## config.mk

```make
export PLATFORM = sky130hd
export DESIGN_NAME = port_pin_function_select
export DESIGN_NICKNAME = d
export VERILOG_FILES = /design/src/pin_mux_pkg.sv /design/src/pin_bit_mux.sv /design/src/port_pin_function_select.sv
export SDC_FILE = /design/constraint.sdc
export NUM_CORES = 1
export LEC_CHECK = 0
export BUFFER_PORTS_ARGS = -buffer_cell sky130_fd_sc_hd__buf_2
export CORE_AREA = 2 2 101 103
export CTS_CLUSTER_DIAMETER = 60
export DETAILED_ROUTE_END_ITERATION = 6
export DIE_AREA = 0 0 103 105
export PLACE_DENSITY_LB_ADDON = 0.1
export SLEW_MARGIN = 20
export SYNTH_ARGS = -nofsm -noshare
export SYNTH_HDL_FRONTEND = slang
export SYNTH_SLANG_ARGS = --single-unit
```

## constraint.sdc

```tcl
create_clock -name pclk -period 1.5 [get_ports pclk]
set_input_delay 0.15 -clock pclk [delete_from_list [all_inputs] [get_ports pclk]]
set_output_delay 0.15 -clock pclk [all_outputs]
set_load 0.01 [all_outputs]
```

## src/pin_mux_pkg.sv

```systemverilog
package pin_mux_pkg;
  localparam logic [15:0] port1_sel_index = 16'hf820;
  localparam logic [15:0] port2_sel_index = 16'hf822;
  localparam logic [15:0] port3_sel_index = 16'hf824;
  localparam logic [7:0]  sel_reset       = 8'h00;
  localparam int          addr_w          = 16;
  localparam int          index_lsb       = 2;

  typedef struct packed {
    logic [7:0] port1_function_select;
    logic [7:0] port2_function_select;
    logic [7:0] port3_function_select;
    logic [31:0] prdata;
  } mux_state_t;

  typedef struct packed {
    logic bus_grant_ack_out;
    logic bus_lock_n;
    logic serial0_terminal_ready_n;
    logic serial0_req_send_n;
    logic serial0_tx_line;
    logic [4:0] chip_select_n;
    logic serial_comm_clock;
    logic power_down_indicator;
  } periph_out_t;

  typedef struct packed {
    logic bus_request;
    logic serial0_ring_in_n;
    logic serial0_set_ready_n;
    logic serial0_carrier_n;
    logic serial0_clear_send_n;
    logic serial0_rx_line;
    logic master_request7;
    logic master_request6;
    logic master_request5;
    logic master_request1;
  } periph_in_t;
endpackage

```

## src/pin_bit_mux.sv

```systemverilog
`timescale 1ns/1ps
module pin_bit_mux (
  input  wire logic sel,
  input  wire logic gpio_out,
  input  wire logic gpio_oe,
  input  wire logic periph_out,
  input  wire logic periph_oe,
  input  wire logic pin_in,
  input  wire logic idle_level,
  output logic      pad_out,
  output logic      pad_oe,
  output logic      periph_in
);
  assign pad_out   = sel ? periph_out : gpio_out;
  assign pad_oe    = sel ? periph_oe : gpio_oe;
  assign periph_in = sel ? pin_in : idle_level;
endmodule

```

## src/port_pin_function_select.sv

```systemverilog
`timescale 1ns/1ps
module port_pin_function_select #(
  parameter int NPINS = 8
) (
  input  wire logic                       pclk,
  input  wire logic                       presetn,
  input  wire logic                       psel,
  input  wire logic                       penable,
  input  wire logic                       pwrite,
  input  wire logic [31:0]                paddr,
  input  wire logic [31:0]                pwdata,
  input  wire logic [3:0]                 pstrb,
  output logic      [31:0]                prdata,
  output logic                            pready,
  output logic                            pslverr,
  input  wire logic [3*NPINS-1:0]         gpio_out,
  input  wire logic [3*NPINS-1:0]         gpio_oe,
  input  wire logic [1:0]                 alt_mux_out,
  input  wire logic [1:0]                 alt_mux_oe,
  input  wire pin_mux_pkg::periph_out_t   periph_out,
  output pin_mux_pkg::periph_in_t         periph_in,
  input  wire logic [3*NPINS-1:0]         pad_in,
  output logic      [3*NPINS-1:0]         pad_out,
  output logic      [3*NPINS-1:0]         pad_oe,
  output logic      [7:0]                 port3_alt_sel
);
  // ==========================================================
  // Register state
  pin_mux_pkg::mux_state_t state_reg;
  pin_mux_pkg::mux_state_t state_next;

  logic [pin_mux_pkg::addr_w-1:0] word_addr;
  logic                           spare_zero;
  logic                           hit1;
  logic                           hit2;
  logic                           hit3;
  logic                           access;

  assign word_addr  = paddr[pin_mux_pkg::index_lsb +: pin_mux_pkg::addr_w];
  assign spare_zero = (paddr[31:pin_mux_pkg::index_lsb+pin_mux_pkg::addr_w] == '0)
                   && (paddr[pin_mux_pkg::index_lsb-1:0] == '0);
  assign hit1       = spare_zero && (word_addr == pin_mux_pkg::port1_sel_index);
  assign hit2       = spare_zero && (word_addr == pin_mux_pkg::port2_sel_index);
  assign hit3       = spare_zero && (word_addr == pin_mux_pkg::port3_sel_index);
  assign access    = psel && penable;

  // ==========================================================
  // APB slave, zero wait states
  always_comb begin
    state_next = state_reg;
    if (access && pwrite && pstrb[0]) begin
      if (hit1) begin
        state_next.port1_function_select = pwdata[7:0];
      end
      if (hit2) begin
        state_next.port2_function_select = pwdata[7:0];
      end
      if (hit3) begin
        state_next.port3_function_select = pwdata[7:0];
      end
    end
    if (psel && !penable && !pwrite) begin
      if (hit1) begin
        state_next.prdata = {24'h000000, state_reg.port1_function_select};
      end else if (hit2) begin
        state_next.prdata = {24'h000000, state_reg.port2_function_select};
      end else if (hit3) begin
        state_next.prdata = {24'h000000, state_reg.port3_function_select};
      end else begin
        state_next.prdata = 32'h00000000;
      end
    end
  end

  always_ff @(posedge pclk or negedge presetn) begin
    if (!presetn) begin
      state_reg.port1_function_select <= pin_mux_pkg::sel_reset;
      state_reg.port2_function_select <= pin_mux_pkg::sel_reset;
      state_reg.port3_function_select <= pin_mux_pkg::sel_reset;
      state_reg.prdata                <= 32'h00000000;
    end else begin
      state_reg <= state_next;
    end
  end

  assign prdata        = state_reg.prdata;
  assign pready        = 1'b1;
  assign pslverr       = access && !(hit1 || hit2 || hit3);
  assign port3_alt_sel = state_reg.port3_function_select;

  // ==========================================================
  // Per-pin peripheral wiring
  logic [3*NPINS-1:0] sel_all;
  logic [3*NPINS-1:0] p_out;
  logic [3*NPINS-1:0] p_oe;
  logic [3*NPINS-1:0] p_in;
  logic [3*NPINS-1:0] idle;

  assign sel_all = {state_reg.port3_function_select,
                    state_reg.port2_function_select,
                    state_reg.port1_function_select};

  always_comb begin
    p_out = '0;
    p_oe  = '0;
    idle  = '0;
    // Port 1
    p_out[7] = periph_out.bus_grant_ack_out;
    p_oe[7]  = 1'b1;
    idle[6]  = 1'b0;
    p_out[5] = periph_out.bus_lock_n;
    p_oe[5]  = 1'b1;
    idle[4]  = 1'b1;
    idle[3]  = 1'b1;
    p_out[2] = periph_out.serial0_terminal_ready_n;
    p_oe[2]  = 1'b1;
    p_out[1] = periph_out.serial0_req_send_n;
    p_oe[1]  = 1'b1;
    idle[0]  = 1'b1;
    // Port 2
    idle[15]  = 1'b1;
    p_out[14] = periph_out.serial0_tx_line;
    p_oe[14]  = 1'b1;
    idle[13]  = 1'b1;
    p_out[12:8] = periph_out.chip_select_n;
    p_oe[12:8]  = 5'h1f;
    // Port 3
    p_out[23] = periph_out.serial_comm_clock;
    p_oe[23]  = 1'b1;
    p_out[22] = periph_out.power_down_indicator;
    p_oe[22]  = 1'b1;
    idle[21:18] = 4'h0;
    p_out[17:16] = alt_mux_out;
    p_oe[17:16]  = alt_mux_oe;
  end

  genvar g;
  generate
    for (g = 0; g < 3*NPINS; g++) begin : g_pin
      pin_bit_mux u_mux (
        .sel        (sel_all[g]),
        .gpio_out   (gpio_out[g]),
        .gpio_oe    (gpio_oe[g]),
        .periph_out (p_out[g]),
        .periph_oe  (p_oe[g]),
        .pin_in     (pad_in[g]),
        .idle_level (idle[g]),
        .pad_out    (pad_out[g]),
        .pad_oe     (pad_oe[g]),
        .periph_in  (p_in[g])
      );
    end
  endgenerate

  always_comb begin
    periph_in.bus_request         = p_in[6];
    periph_in.serial0_ring_in_n   = p_in[4];
    periph_in.serial0_set_ready_n = p_in[3];
    periph_in.serial0_carrier_n   = p_in[0];
    periph_in.serial0_clear_send_n = p_in[15];
    periph_in.serial0_rx_line     = p_in[13];
    periph_in.master_request7     = p_in[21];
    periph_in.master_request6     = p_in[20];
    periph_in.master_request5     = p_in[19];
    periph_in.master_request1     = p_in[18];
  end
endmodule

```

# Yosys cells after proc, flatten, opt, wreduce, memory -nomap -nowiden
# Cells that the tools add are included.
# totals
regBits	56
out_inout_bits	100
# classes
n_eq_ne	3
n_mux	61
reduce_logical	20
# ops
operator	count
two-way mux 1 bit	58
equality test 16 bit (second input constant)	3
two-way mux 8 bit	3
logical NOT 14 bit	1
logical AND 1 bit	10
AND reduction 2 bit	3
logical NOT 1 bit	3
logical NOT 2 bit	1
logical OR 1 bit	2

# Depth between registers and ports, before layout
# Gate-level depths: netlist (run 1).
# logic_depth
ltp_word	7
depth_mapped	5
ltp_nobuf	4

# Cells and area by module
# From an unflattened synthesis (run 1), not the netlist that was laid out.
# hier_totals
cells_unflattened	243
hier_area_um2	2864.0
# by_module_without_submodules
module	n_inst	cells_each	area_per_inst_um2	seq_area_each_um2
port_pin_function_select	1	171	2053.2	800.8
pin_bit_mux	24	3	33.8	0.0

# Worst setup path before layout (run 1)
# No wires, ideal clock.
# synth_timing
kind	in2reg
startpoint	input paddr[10]
endpoint	register state_reg, in the netlist port3_alt_sel[0]
setup_ns	0.125
arrival_time_ns	1.632
required_ns	1.375
path_slack_ns	-0.257
path_stages	4
path_buffers	0
path_cell_list	nor4b_4 -> nand4_4 -> nor4_4 -> mux2_4
# synth_via
elab_chain_len	3
# synth_lines
element	line	source
start: declaration	port_pin_function_select.sv:10	input wire logic [31:0] paddr,
equality test 16 bit	port_pin_function_select.sv:44	assign hit3 = spare_zero && (word_addr == pin_mux_pkg::port3_sel_index);
logical AND 1 bit	port_pin_function_select.sv:44	
AND reduction 2 bit (no line)	--	
end signal: assignment	port_pin_function_select.sv:82	state_reg <= state_next;
end: declaration	port_pin_function_select.sv:29	pin_mux_pkg::mux_state_t state_reg;
# Every way passes these cells.
# A chain may end at the register's enable or synchronous reset.

# Worst setup path after layout (run 1)
# layout_timing
startpoint	input paddr[26]
endpoint	register state_reg, in the netlist sel_all[2]
# layout_via
elab_chain_len	4
# layout_lines
element	line	source
logical NOT 14 bit	port_pin_function_select.sv:40	assign spare_zero = (paddr[31:pin_mux_pkg::index_lsb+pin_mux_pkg::addr_w] == '0)
logical AND 1 bit	port_pin_function_select.sv:41	&& (paddr[pin_mux_pkg::index_lsb-1:0] == '0);
logical AND 1 bit	port_pin_function_select.sv:42	assign hit1 = spare_zero && (word_addr == pin_mux_pkg::port1_sel_index);
AND reduction 2 bit (no line)	--	
# Every way passes these cells.

==> flow_summary.yaml, run 1 <==
status:
  outcome: "finished, final reports clean"
placement:
  place_congestion: 0.6943
  io_buffer_count: 194
  dp_cells: 547
  hpwl_um: 5868
clocking:
  h-tree-depth: 2
  clk_latency_ps: 280
  clock_sink_count: 32
  cts.path.max_buffers: 2
  cts_made_buffers: 5
  cts.clk_slew.worst_paths_ps: 60
  ctsRootBufferMaster: "clkbuf_8"
  cts_tree: "built"
sta:
  finalMaxSlewViolations: 0
  post-route-period-util_pct: 99.59
  period_needed_ps: 1494
  max_freq_ghz: 0.6694
  fin_skew_ps: 4.615
  finalSetupViolCount: 0
  rsz0062_at_grt: "true"
  hold_viol_final: 0
yosys:
  ys_ff_latch: 32
  synth_cells: 276
  yosys.area_share.simple_pct: 22.47
  synth_area_leader_cell: "dfrtp_1"
  syn_area_sq_um: 2806
  synth_mux_area_share_pct: 19.97
  synth_common_cells: "buf_4 (91), dfrtp_1 (32), mux2_2 (28)"
  synthAdderAreaFrac_pct: 0
  synthXorXnorAreaFrac_pct: 0
  synth.most_common_cell: "buf_4"
  ys_warn_count: 0
  synth_cell_types: 22
  synthArstFlopShare_pct: 100.0
  syn-mean-instance-area_sq_um: 10.17
  synth_compound_area_share_pct: 3.745
  seq_area_frac_synth_pct: 28.53
  synth.area.top_cells: "dfrtp_1 (29%), buf_4 (24%), mux2_2 (11%), nor2b_1 (4.7%), mux2_4 (4.3%)"
  yosysTopAreaCellShare_pct: 28.53
  synth_edf_count: 0
  synth_ff_type: "dfrtp_1"
  synth_top_family_by_area: "buffers and inverters"
worst_setup_path:
  reg2reg_to: "prdata[2]"
  cp_data_required_time_ps: 1660
  max_stage_delay_ps: 370
  arrival_ps: 1650
  startpoint: "paddr[26]"
  crit_end: "sel_all[2]"
  worstRegToRegCells: 4
  path_max_fanout: 4
  endpoint_kind: "flip-flop"
  rrSetupSlack_ps: 490
  r2r-start: "port3_alt_sel[2]"
  crit_type: "in -> reg"
  start_kind: "input port"
  critPathSlowestCell: "nor4b_4"
  cp_cell_sequence: "buf_2, nor4_4, nand4_4, nor4b_4, buf_4, mux2_4"
flow_run:
  cap_violations: 0
route:
  avgViaCountPerCell: 4.117
  ant_nets: 0
  wl_um: 6980
  firstDrtPassIters: 4
  num_vias: 2293
  wire_per_inst_um: 12.53
  initialDrtViolationCount: 62
  drc: 0
die:
  initial_core_util_pct: 29.11
  die_h_um: 105
  die_area_sq_um: 10820
  core_area_sq_um: 9639
  chipWidth_um: 103
  io_pins: 261
  placement_rows: 36
global_routing:
  grt_pass1_vias: 2110
  antenna_found_initial: 0
  grt_use_total_pct: 12.02
  grt_pass1_wl_um: 10120
  grt_max_degree: 21
  overflow: 0
pwr:
  finalPower_mw: 1.932
  p_leak_nw: 2.012
  pwr_density_cell_nw_per_um2: 524.6
  peakVddDrop_mv: 0.2403
final_layout:
  final_cells: 557
  seq_area_sq_um: 800.8
  multi_input_area_sq_um: 1450
  fin_nets: 585
  antenna_cells: 0
  n_fill_cell: 998
  finalCoreUtilization_pct: 38.20
  drive_above_1_share_pct: 66.75
  syn_to_final_growth_pct: 31.21
min_path:
  hold_class: "in -> reg"
[stage by stage]
step	setup TNS, ps	cell area (sq um)	setup slack [ps]	hold WS (ps)
final	0	3682	6.223	138.4
after global placement	-8347	3495	-316.7	133.4
after floorplan	-4990	2919	-231.4	-145.6
after global routing	-356.9	3682	-58.86	136.5
after CTS	-113.8	3623	-31.12	124.8
after detailed placement	-9076	3495	-337.1	149.6
[per-layer routing]
metal  routed length, um  up-vias  part of all wire [%]  global-route usage (%)
met2                3408      128                    49                   20.96
met1                2857     1051                    41                   14.47
li1                    -     1106                     -                       -
met4                  71        0                   1.0                   2.444
met5                   0        -                     0                       0
met3                 643        8                   9.2                   3.545
[cell usage in the layout (no fill, tap or decap), types with 6 or more instances in the layout]
| cell type | synthesis | layout |
|---|---|---|
| buf_2 | 0 | 187 |
| dfrtp_1 | 32 | 32 |
| conb_1 | 2 | 25 |
| mux2_4 | 8 | 24 |
| nor2b_1 | 21 | 21 |
| mux2_2 | 28 | 16 |
| buf_4 | 91 | 16 |
| or2_2 | 13 | 13 |
| nor2_1 | 12 | 12 |
| nand2_1 | 11 | 11 |
| a21oi_1 | 9 | 9 |
| buf_6 | 0 | 9 |
| mux2i_1 | 8 | 8 |
| o31ai_1 | 8 | 8 |
| nand2b_1 | 6 | 6 |
[state kept, by name (all words and copies together) (netlist names)]
register,cells
sel_all,16
prdata,8
port3_alt_sel,8
[cells by family (layout without fill, tap and decap cells)]
logic type             after synthesis  after routing
buffers and inverters               96            221
AND/OR/NAND/NOR                     81             81
multiplexers                        48             48
flip-flops                          32             32
AO/OA/AOI/OAI                       17             17
other                                2             25
[timing repair]
action,in CTS,in global routing
pin swaps,7,6
gates resized for setup,9,9
hold buffers,1,0
hold endpoints to repair,18,0
buffers inserted,0,2
endpoints found under the setup margin,12,20
[report_power, final]
group	leakage (nW)	total (mW)	internal, mW	switching (mW)
sequential	0.447	0.863	0.863	0.00000000104
combinational	1.52	0.458	0.245	0.213
clock	0.0410	0.611	0.315	0.296
[worst min-delay path by stage]
stage / start / endpoint / slack (ps) / depth (start not counted)
2_1_floorplan: presetn / port3_alt_sel[0] / -150 / 0
4_1_cts: pwdata[5] / sel_all[13] / 120 / 2
6_report: pwdata[5] / sel_all[5] / 140 / 2
3_3_place_gp: presetn / sel_all[4] / 130 / 1
3_5_place_dp: presetn / prdata[4] / 150 / 1
5_1_grt: pwdata[5] / sel_all[13] / 140 / 2
[critical path, delay by kind of cell]
kind / cells / cell delay [ps]
and+or+nand+nor: 3 / 880
muxes: 1 / 300
buffers and inverters: 2 / 320
[final cells by class]
class | count | area share (%)
Clock inverter | 1 | 0.1359
Sequential cell | 32 | 21.75
Tap cell | 133 | 4.519
Timing Repair Buffer | 214 | 32.25
Multi-Input combinational cell | 171 | 39.38
Clock buffer | 6 | 1.971
Power figures use the tool's default switching activity.
==> run 2, diff against run 1 <==
--- a/config.mk
+++ b/config.mk
@@ -7,4 +7,5 @@
 export LEC_CHECK = 0
 export BUFFER_PORTS_ARGS = -buffer_cell sky130_fd_sc_hd__buf_2
+export CAP_MARGIN = 20
 export CORE_AREA = 2 2 101 103
 export CTS_CLUSTER_DIAMETER = 60
==> constraint.sdc (replaced) <==
create_clock -name pclk -period 1.5 [get_ports pclk]
set_input_delay 0.3 -clock pclk [delete_from_list [all_inputs] [get_ports pclk]]
set_output_delay 0.3 -clock pclk [all_outputs]
set_load 0.01 [all_outputs]
==> flow_summary.yaml, run 2 (same netlist as run 1, synthesis figures left out) <==
route:
  wl_um: 7289
  ant_nets: 0
  num_vias: 2314
  avgViaCountPerCell: 4.088
  drc: 0
  wire_per_inst_um: 12.88
  initialDrtViolationCount: 42
  firstDrtPassIters: 4
global_routing:
  overflow: 0
  antenna_found_initial: 0
  grt_pass1_wl_um: 10980
  grt_max_degree: 33
  grt_use_total_pct: 12.92
  grt_pass1_vias: 2245
placement:
  io_buffer_count: 194
  dp_worst_setup_slack_ps: -472.2
  place_congestion: 0.6569
  hpwl_um: 5955
worst_setup_path:
  cp_data_required_time_ps: 1660
  rrSetupSlack_ps: 380
  max_stage_delay_ps: 380
  critPathSlowestCell: "nor4b_4"
  crit_type: "in -> reg"
  arrival_ps: 1780
  start_kind: "input port"
  r2r-start: "port3_alt_sel[0]"
  reg2reg_to: "prdata[0]"
  path_max_fanout: 5
  crit_buf_inv: 2
  cpLargestDelayFamily: "simple AND/OR/NAND/NOR gates"
  worstRegToRegCells: 5
  endpoint_kind: "flip-flop"
  cp_cell_sequence: "buf_6, nor4_4, nand4_4, nor4b_4, buf_6, mux2_4"
  cp_common_cell: "buf_6"
final_layout:
  syn_to_final_growth_pct: 38.48
  largest_reg_flops: 16
  drive_above_1_share_pct: 68.36
  fin_nets: 593
  antenna_cells: 0
  layout_common_cells: "buf_2 (177), mux2_4 (38), dfrtp_1 (28), conb_1 (25)"
  final_common_cell: "buf_2"
status:
  failed_checks: "negative setup slack"
  outcome: "finished, violations left"
pwr:
  pwr-share-comb_pct: 24.2
  pwr-share-clk_pct: 33.5
  p_sw_mw: 0.5309
  seqPwrFrac_pct: 42.3
  p_leak_nw: 2.129
  peakVddDrop_mv: 0.3150
  swShare_pct: 26.04
  intPower_mw: 1.508
  pwr_density_cell_nw_per_um2: 524.8
sta:
  rsz0062_at_grt: "true"
  fin_skew_ps: 4.732
  post-route-period-util_pct: 107.7
  period_needed_ps: 1616
  finalSetupViolCount: 25
  whs_ps: 47.57
  max_freq_ghz: 0.6187
  hold_viol_final: 0
  layout_setup_ws_ps: -116.2
  finalMaxSlewViolations: 0
clocking:
  clk_latency_ps: 280
  cts_made_buffers: 5
  clock_sink_count: 32
  h-tree-depth: 2
  cts.clk_slew.worst_paths_ps: 70
  ctsRootBufferMaster: "clkbuf_8"
  cts_tree: "built"
  cts.path.max_buffers: 2
die:
  chipWidth_um: 103
  core_area_sq_um: 9639
  die_area_sq_um: 10820
  placement_rows: 36
  initial_core_util_pct: 29.11
  die_h_um: 105
  io_pins: 261
flow_run:
  cap_violations: 0
min_path:
  hold_class: "in -> async"
run 2: changes by cell type in the layout (fill, tap and decap cells not counted), moves of 4 or more:
cell / previous run / this run
buf_6: 9 / 22
dfrtp_2: 0 / 4
dfrtp_1: 32 / 28
mux2_2: 16 / 2
mux2_4: 24 / 38
buf_2: 187 / 177
buf_4: 16 / 22
run 2: worst max path at each step:
stage                     cells past startpoint       from               end  slack (ps)
after floorplan                               4   paddr[1]  port3_alt_sel[0]        -380
after global placement                        6   paddr[8]        sel_all[7]        -450
after detailed placement                      6   paddr[8]        sel_all[0]        -470
after CTS                                     7   paddr[0]        sel_all[7]        -120
after global routing                          6  paddr[30]        sel_all[7]        -230
final                                         6  paddr[30]       sel_all[14]        -120
run 2: cell type report:
cell class	instances	area (sq um)
Fill cell	1015	5753
Tap cell	133	166.4
Multi-Input combinational cell	171	1505
Clock buffer	8	90.09
Sequential cell	32	805.8
Timing Repair Buffer	222	1319
run 2: metal layers:
| layer | share of wire (%) | GRT usage (%) | wire (um) | up-vias |
|---|---|---|---|---|
| met3 | 8.8 | 3.211 | 645 | 6 |
| met2 | 50 | 22.96 | 3636 | 132 |
| met1 | 40 | 15.59 | 2951 | 1053 |
| met4 | 0.75 | 2.538 | 55 | 0 |
| met5 | 0 | 0 | 0 | - |
| li1 | - | - | - | 1123 |
run 2: repair_timing:
item / in CTS / in global routing
pin swaps: 11 / 1
resized for setup: 25 / 27
setup buffers: 3 / 7
hold buffers: 0 / 0
setup endpoints to repair: 39 / 51
run 2: per-stage QoR:
stage                     area (sq um)  total power [mW]  cells  util (%)  setup TNS, ps
after floorplan                   2920             1.187    299         -          -9201
after global placement            3490             1.327    548     36.20         -12960
after detailed placement          3490             1.331    548     36.20         -13860
after CTS                         3724             2.045    559     38.63          -2323
after global routing              3886             2.143    566     40.32          -4902
final                             3886             2.039    566     40.32          -2271
run 2: power by group through the flow:
stage / Sequential [mW] / Clock (mW) / Combinational [mW]
floorplan: 0.879 / 0 / 0.307
global placement: 0.879 / 0 / 0.448
detailed placement: 0.879 / 0 / 0.452
CTS: 0.863 / 0.709 / 0.474
global route: 0.862 / 0.740 / 0.541
finish: 0.863 / 0.684 / 0.493
==> run 3, diff against run 2 <==
- GPL_TIMING_DRIVEN: default -> 0
==> flow_summary.yaml, run 3 (same netlist as run 1, synthesis figures left out) <==
pwr:
  pwr-share-clk_pct: 35.9
  peakVddDrop_mv: 0.4509
  p_leak_nw: 2.514
  p_sw_mw: 0.5776
  pwr_density_cell_nw_per_um2: 508.1
  pwr-share-comb_pct: 26.6
  intPower_mw: 1.724
  swShare_pct: 25.10
  seqPwrFrac_pct: 37.5
  finalPower_mw: 2.301
global_routing:
  grt_use_total_pct: 13.85
  grt_max_degree: 33
  grt_pass1_vias: 2461
  overflow: 0
  grt_pass1_wl_um: 11720
  antenna_found_initial: 0
die:
  die_area_sq_um: 10820
  io_pins: 261
  initial_core_util_pct: 29.11
  placement_rows: 36
  core_area_sq_um: 9639
  chipWidth_um: 103
  die_h_um: 105
clocking:
  cts_tree: "built"
  clk_latency_ps: 280
  ctsRootBufferMaster: "clkbuf_8"
  h-tree-depth: 2
  cts_made_buffers: 5
  cts.clk_slew.worst_paths_ps: 70
  cts.hold.buffers_added: 0
  cts.path.max_buffers: 2
  clock_sink_count: 32
route:
  wire_per_inst_um: 12.25
  num_vias: 2519
  firstDrtPassIters: 4
  drc: 0
  wl_um: 7752
  initialDrtViolationCount: 38
  ant_nets: 0
  avgViaCountPerCell: 3.979
worst_setup_path:
  arrival_ps: 1810
  critPathSlowestCell: "nor4b_4"
  cp_data_required_time_ps: 1660
  startpoint: "paddr[6]"
  max_stage_delay_ps: 350
  path_max_fanout: 5
  crit_type: "in -> reg"
  cp_cell_sequence: "buf_6, nor4b_4, nand4_4, nor4b_4, buf_4, mux2_4"
  worstRegToRegCells: 7
  start_kind: "input port"
  r2r-start: "sel_all[1]"
  rrSetupSlack_ps: 200
  cp_common_cell: "nor4b_4"
  endpoint_kind: "flip-flop"
  reg2reg_to: "prdata[1]"
final_layout:
  fin_nets: 660
  syn_to_final_growth_pct: 61.39
  final_common_cell: "buf_2"
  layout_common_cells: "buf_2 (163), buf_4 (82), mux2_4 (40), buf_6 (40), dfrtp_1 (30)"
  finalCoreUtilization_pct: 46.99
  largest_reg_flops: 16
  antenna_cells: 0
  drive_above_1_share_pct: 72.00
sta:
  layout_setup_ws_ps: -148.5
  fin_tns_setup_ps: -3250
  max_freq_ghz: 0.6066
  period_needed_ps: 1649
  finalMaxSlewViolations: 0
  post-route-period-util_pct: 109.9
  tightest_slew_ps: 777.5
  hold_viol_final: 0
  fin_skew_ps: 3.923
  max-slew-margin-rel_pct: 48.16
  finalSetupViolCount: 28
  rsz0062_at_grt: "true"
placement:
  dp_worst_setup_slack_ps: -974.3
  hpwl_um: 5872
  io_buffer_count: 194
  place_congestion: 0.6835
status:
  outcome: "finished, violations left"
  failed_checks: "negative setup slack"
min_path:
  hold_class: "in -> async"
flow_run:
  cap_violations: 0
==> run 3: layout make-up <==
cell class / instances / area, sq um
fillers: 976 / 5110
multi-input cells: 171 / 1540
repair buffers: 218 / 1389
flip-flops and latches: 32 / 803.3
plain buffers: 71 / 519.2
well taps: 133 / 166.4
clock buffers: 5 / 68.82
clock inverters: 3 / 42.54
==> run 3: how the worst max path moves through the flow <==
stage	end	slack, ps
after floorplan	port3_alt_sel[0]	-380
after global placement	sel_all[5]	-920
after detailed placement	port3_alt_sel[2]	-970
after CTS	sel_all[6]	-190
after global routing	sel_all[6]	-220
final	sel_all[6]	-150
==> run 3: power by group through the flow <==
| stage | clock [mW] | sequential (mW) | combinational [mW] |
|---|---|---|---|
| after global placement | 0 | 0.879 | 0.568 |
| after detailed placement | 0 | 0.879 | 0.574 |
| after floorplan | 0 | 0.879 | 0.307 |
| after CTS | 0.854 | 0.862 | 0.621 |
| final | 0.827 | 0.862 | 0.612 |
| after global routing | 0.893 | 0.862 | 0.669 |
==> run 3: timing repair <==
| item | CTS | global route |
|---|---|---|
| buffers inserted | 24 | 1 |
| pin swaps | 12 | 18 |
| resized for setup | 72 | 12 |
| endpoints found under the setup margin | 61 | 49 |
==> run 3: through the flow <==
step           hold WS, ps  area (sq um)  std cells
3_3_place_gp         407.7          4058        626
4_1_cts              109.4          4533        641
6_report             89.98          4529        633
3_5_place_dp         421.2          4058        626
5_1_grt              142.9          4529        633
2_1_floorplan        4.409          2920        299
==> run 3: metal layers <==
metal | vias to the layer above | share of wire, % | track usage (%)
met4 | 0 | 0.85 | 2.632
met5 | - | 0 | 0
met1 | 1125 | 41 | 17.48
li1 | 1253 | - | -
met2 | 135 | 49 | 23.56
met3 | 6 | 9.4 | 3.746
==> run 3: worst max-delay path, delay by kind of cell <==
kind,cells,cell delay (ps)
simple gates,3,900
mux,1,300
buf+inv,2,300
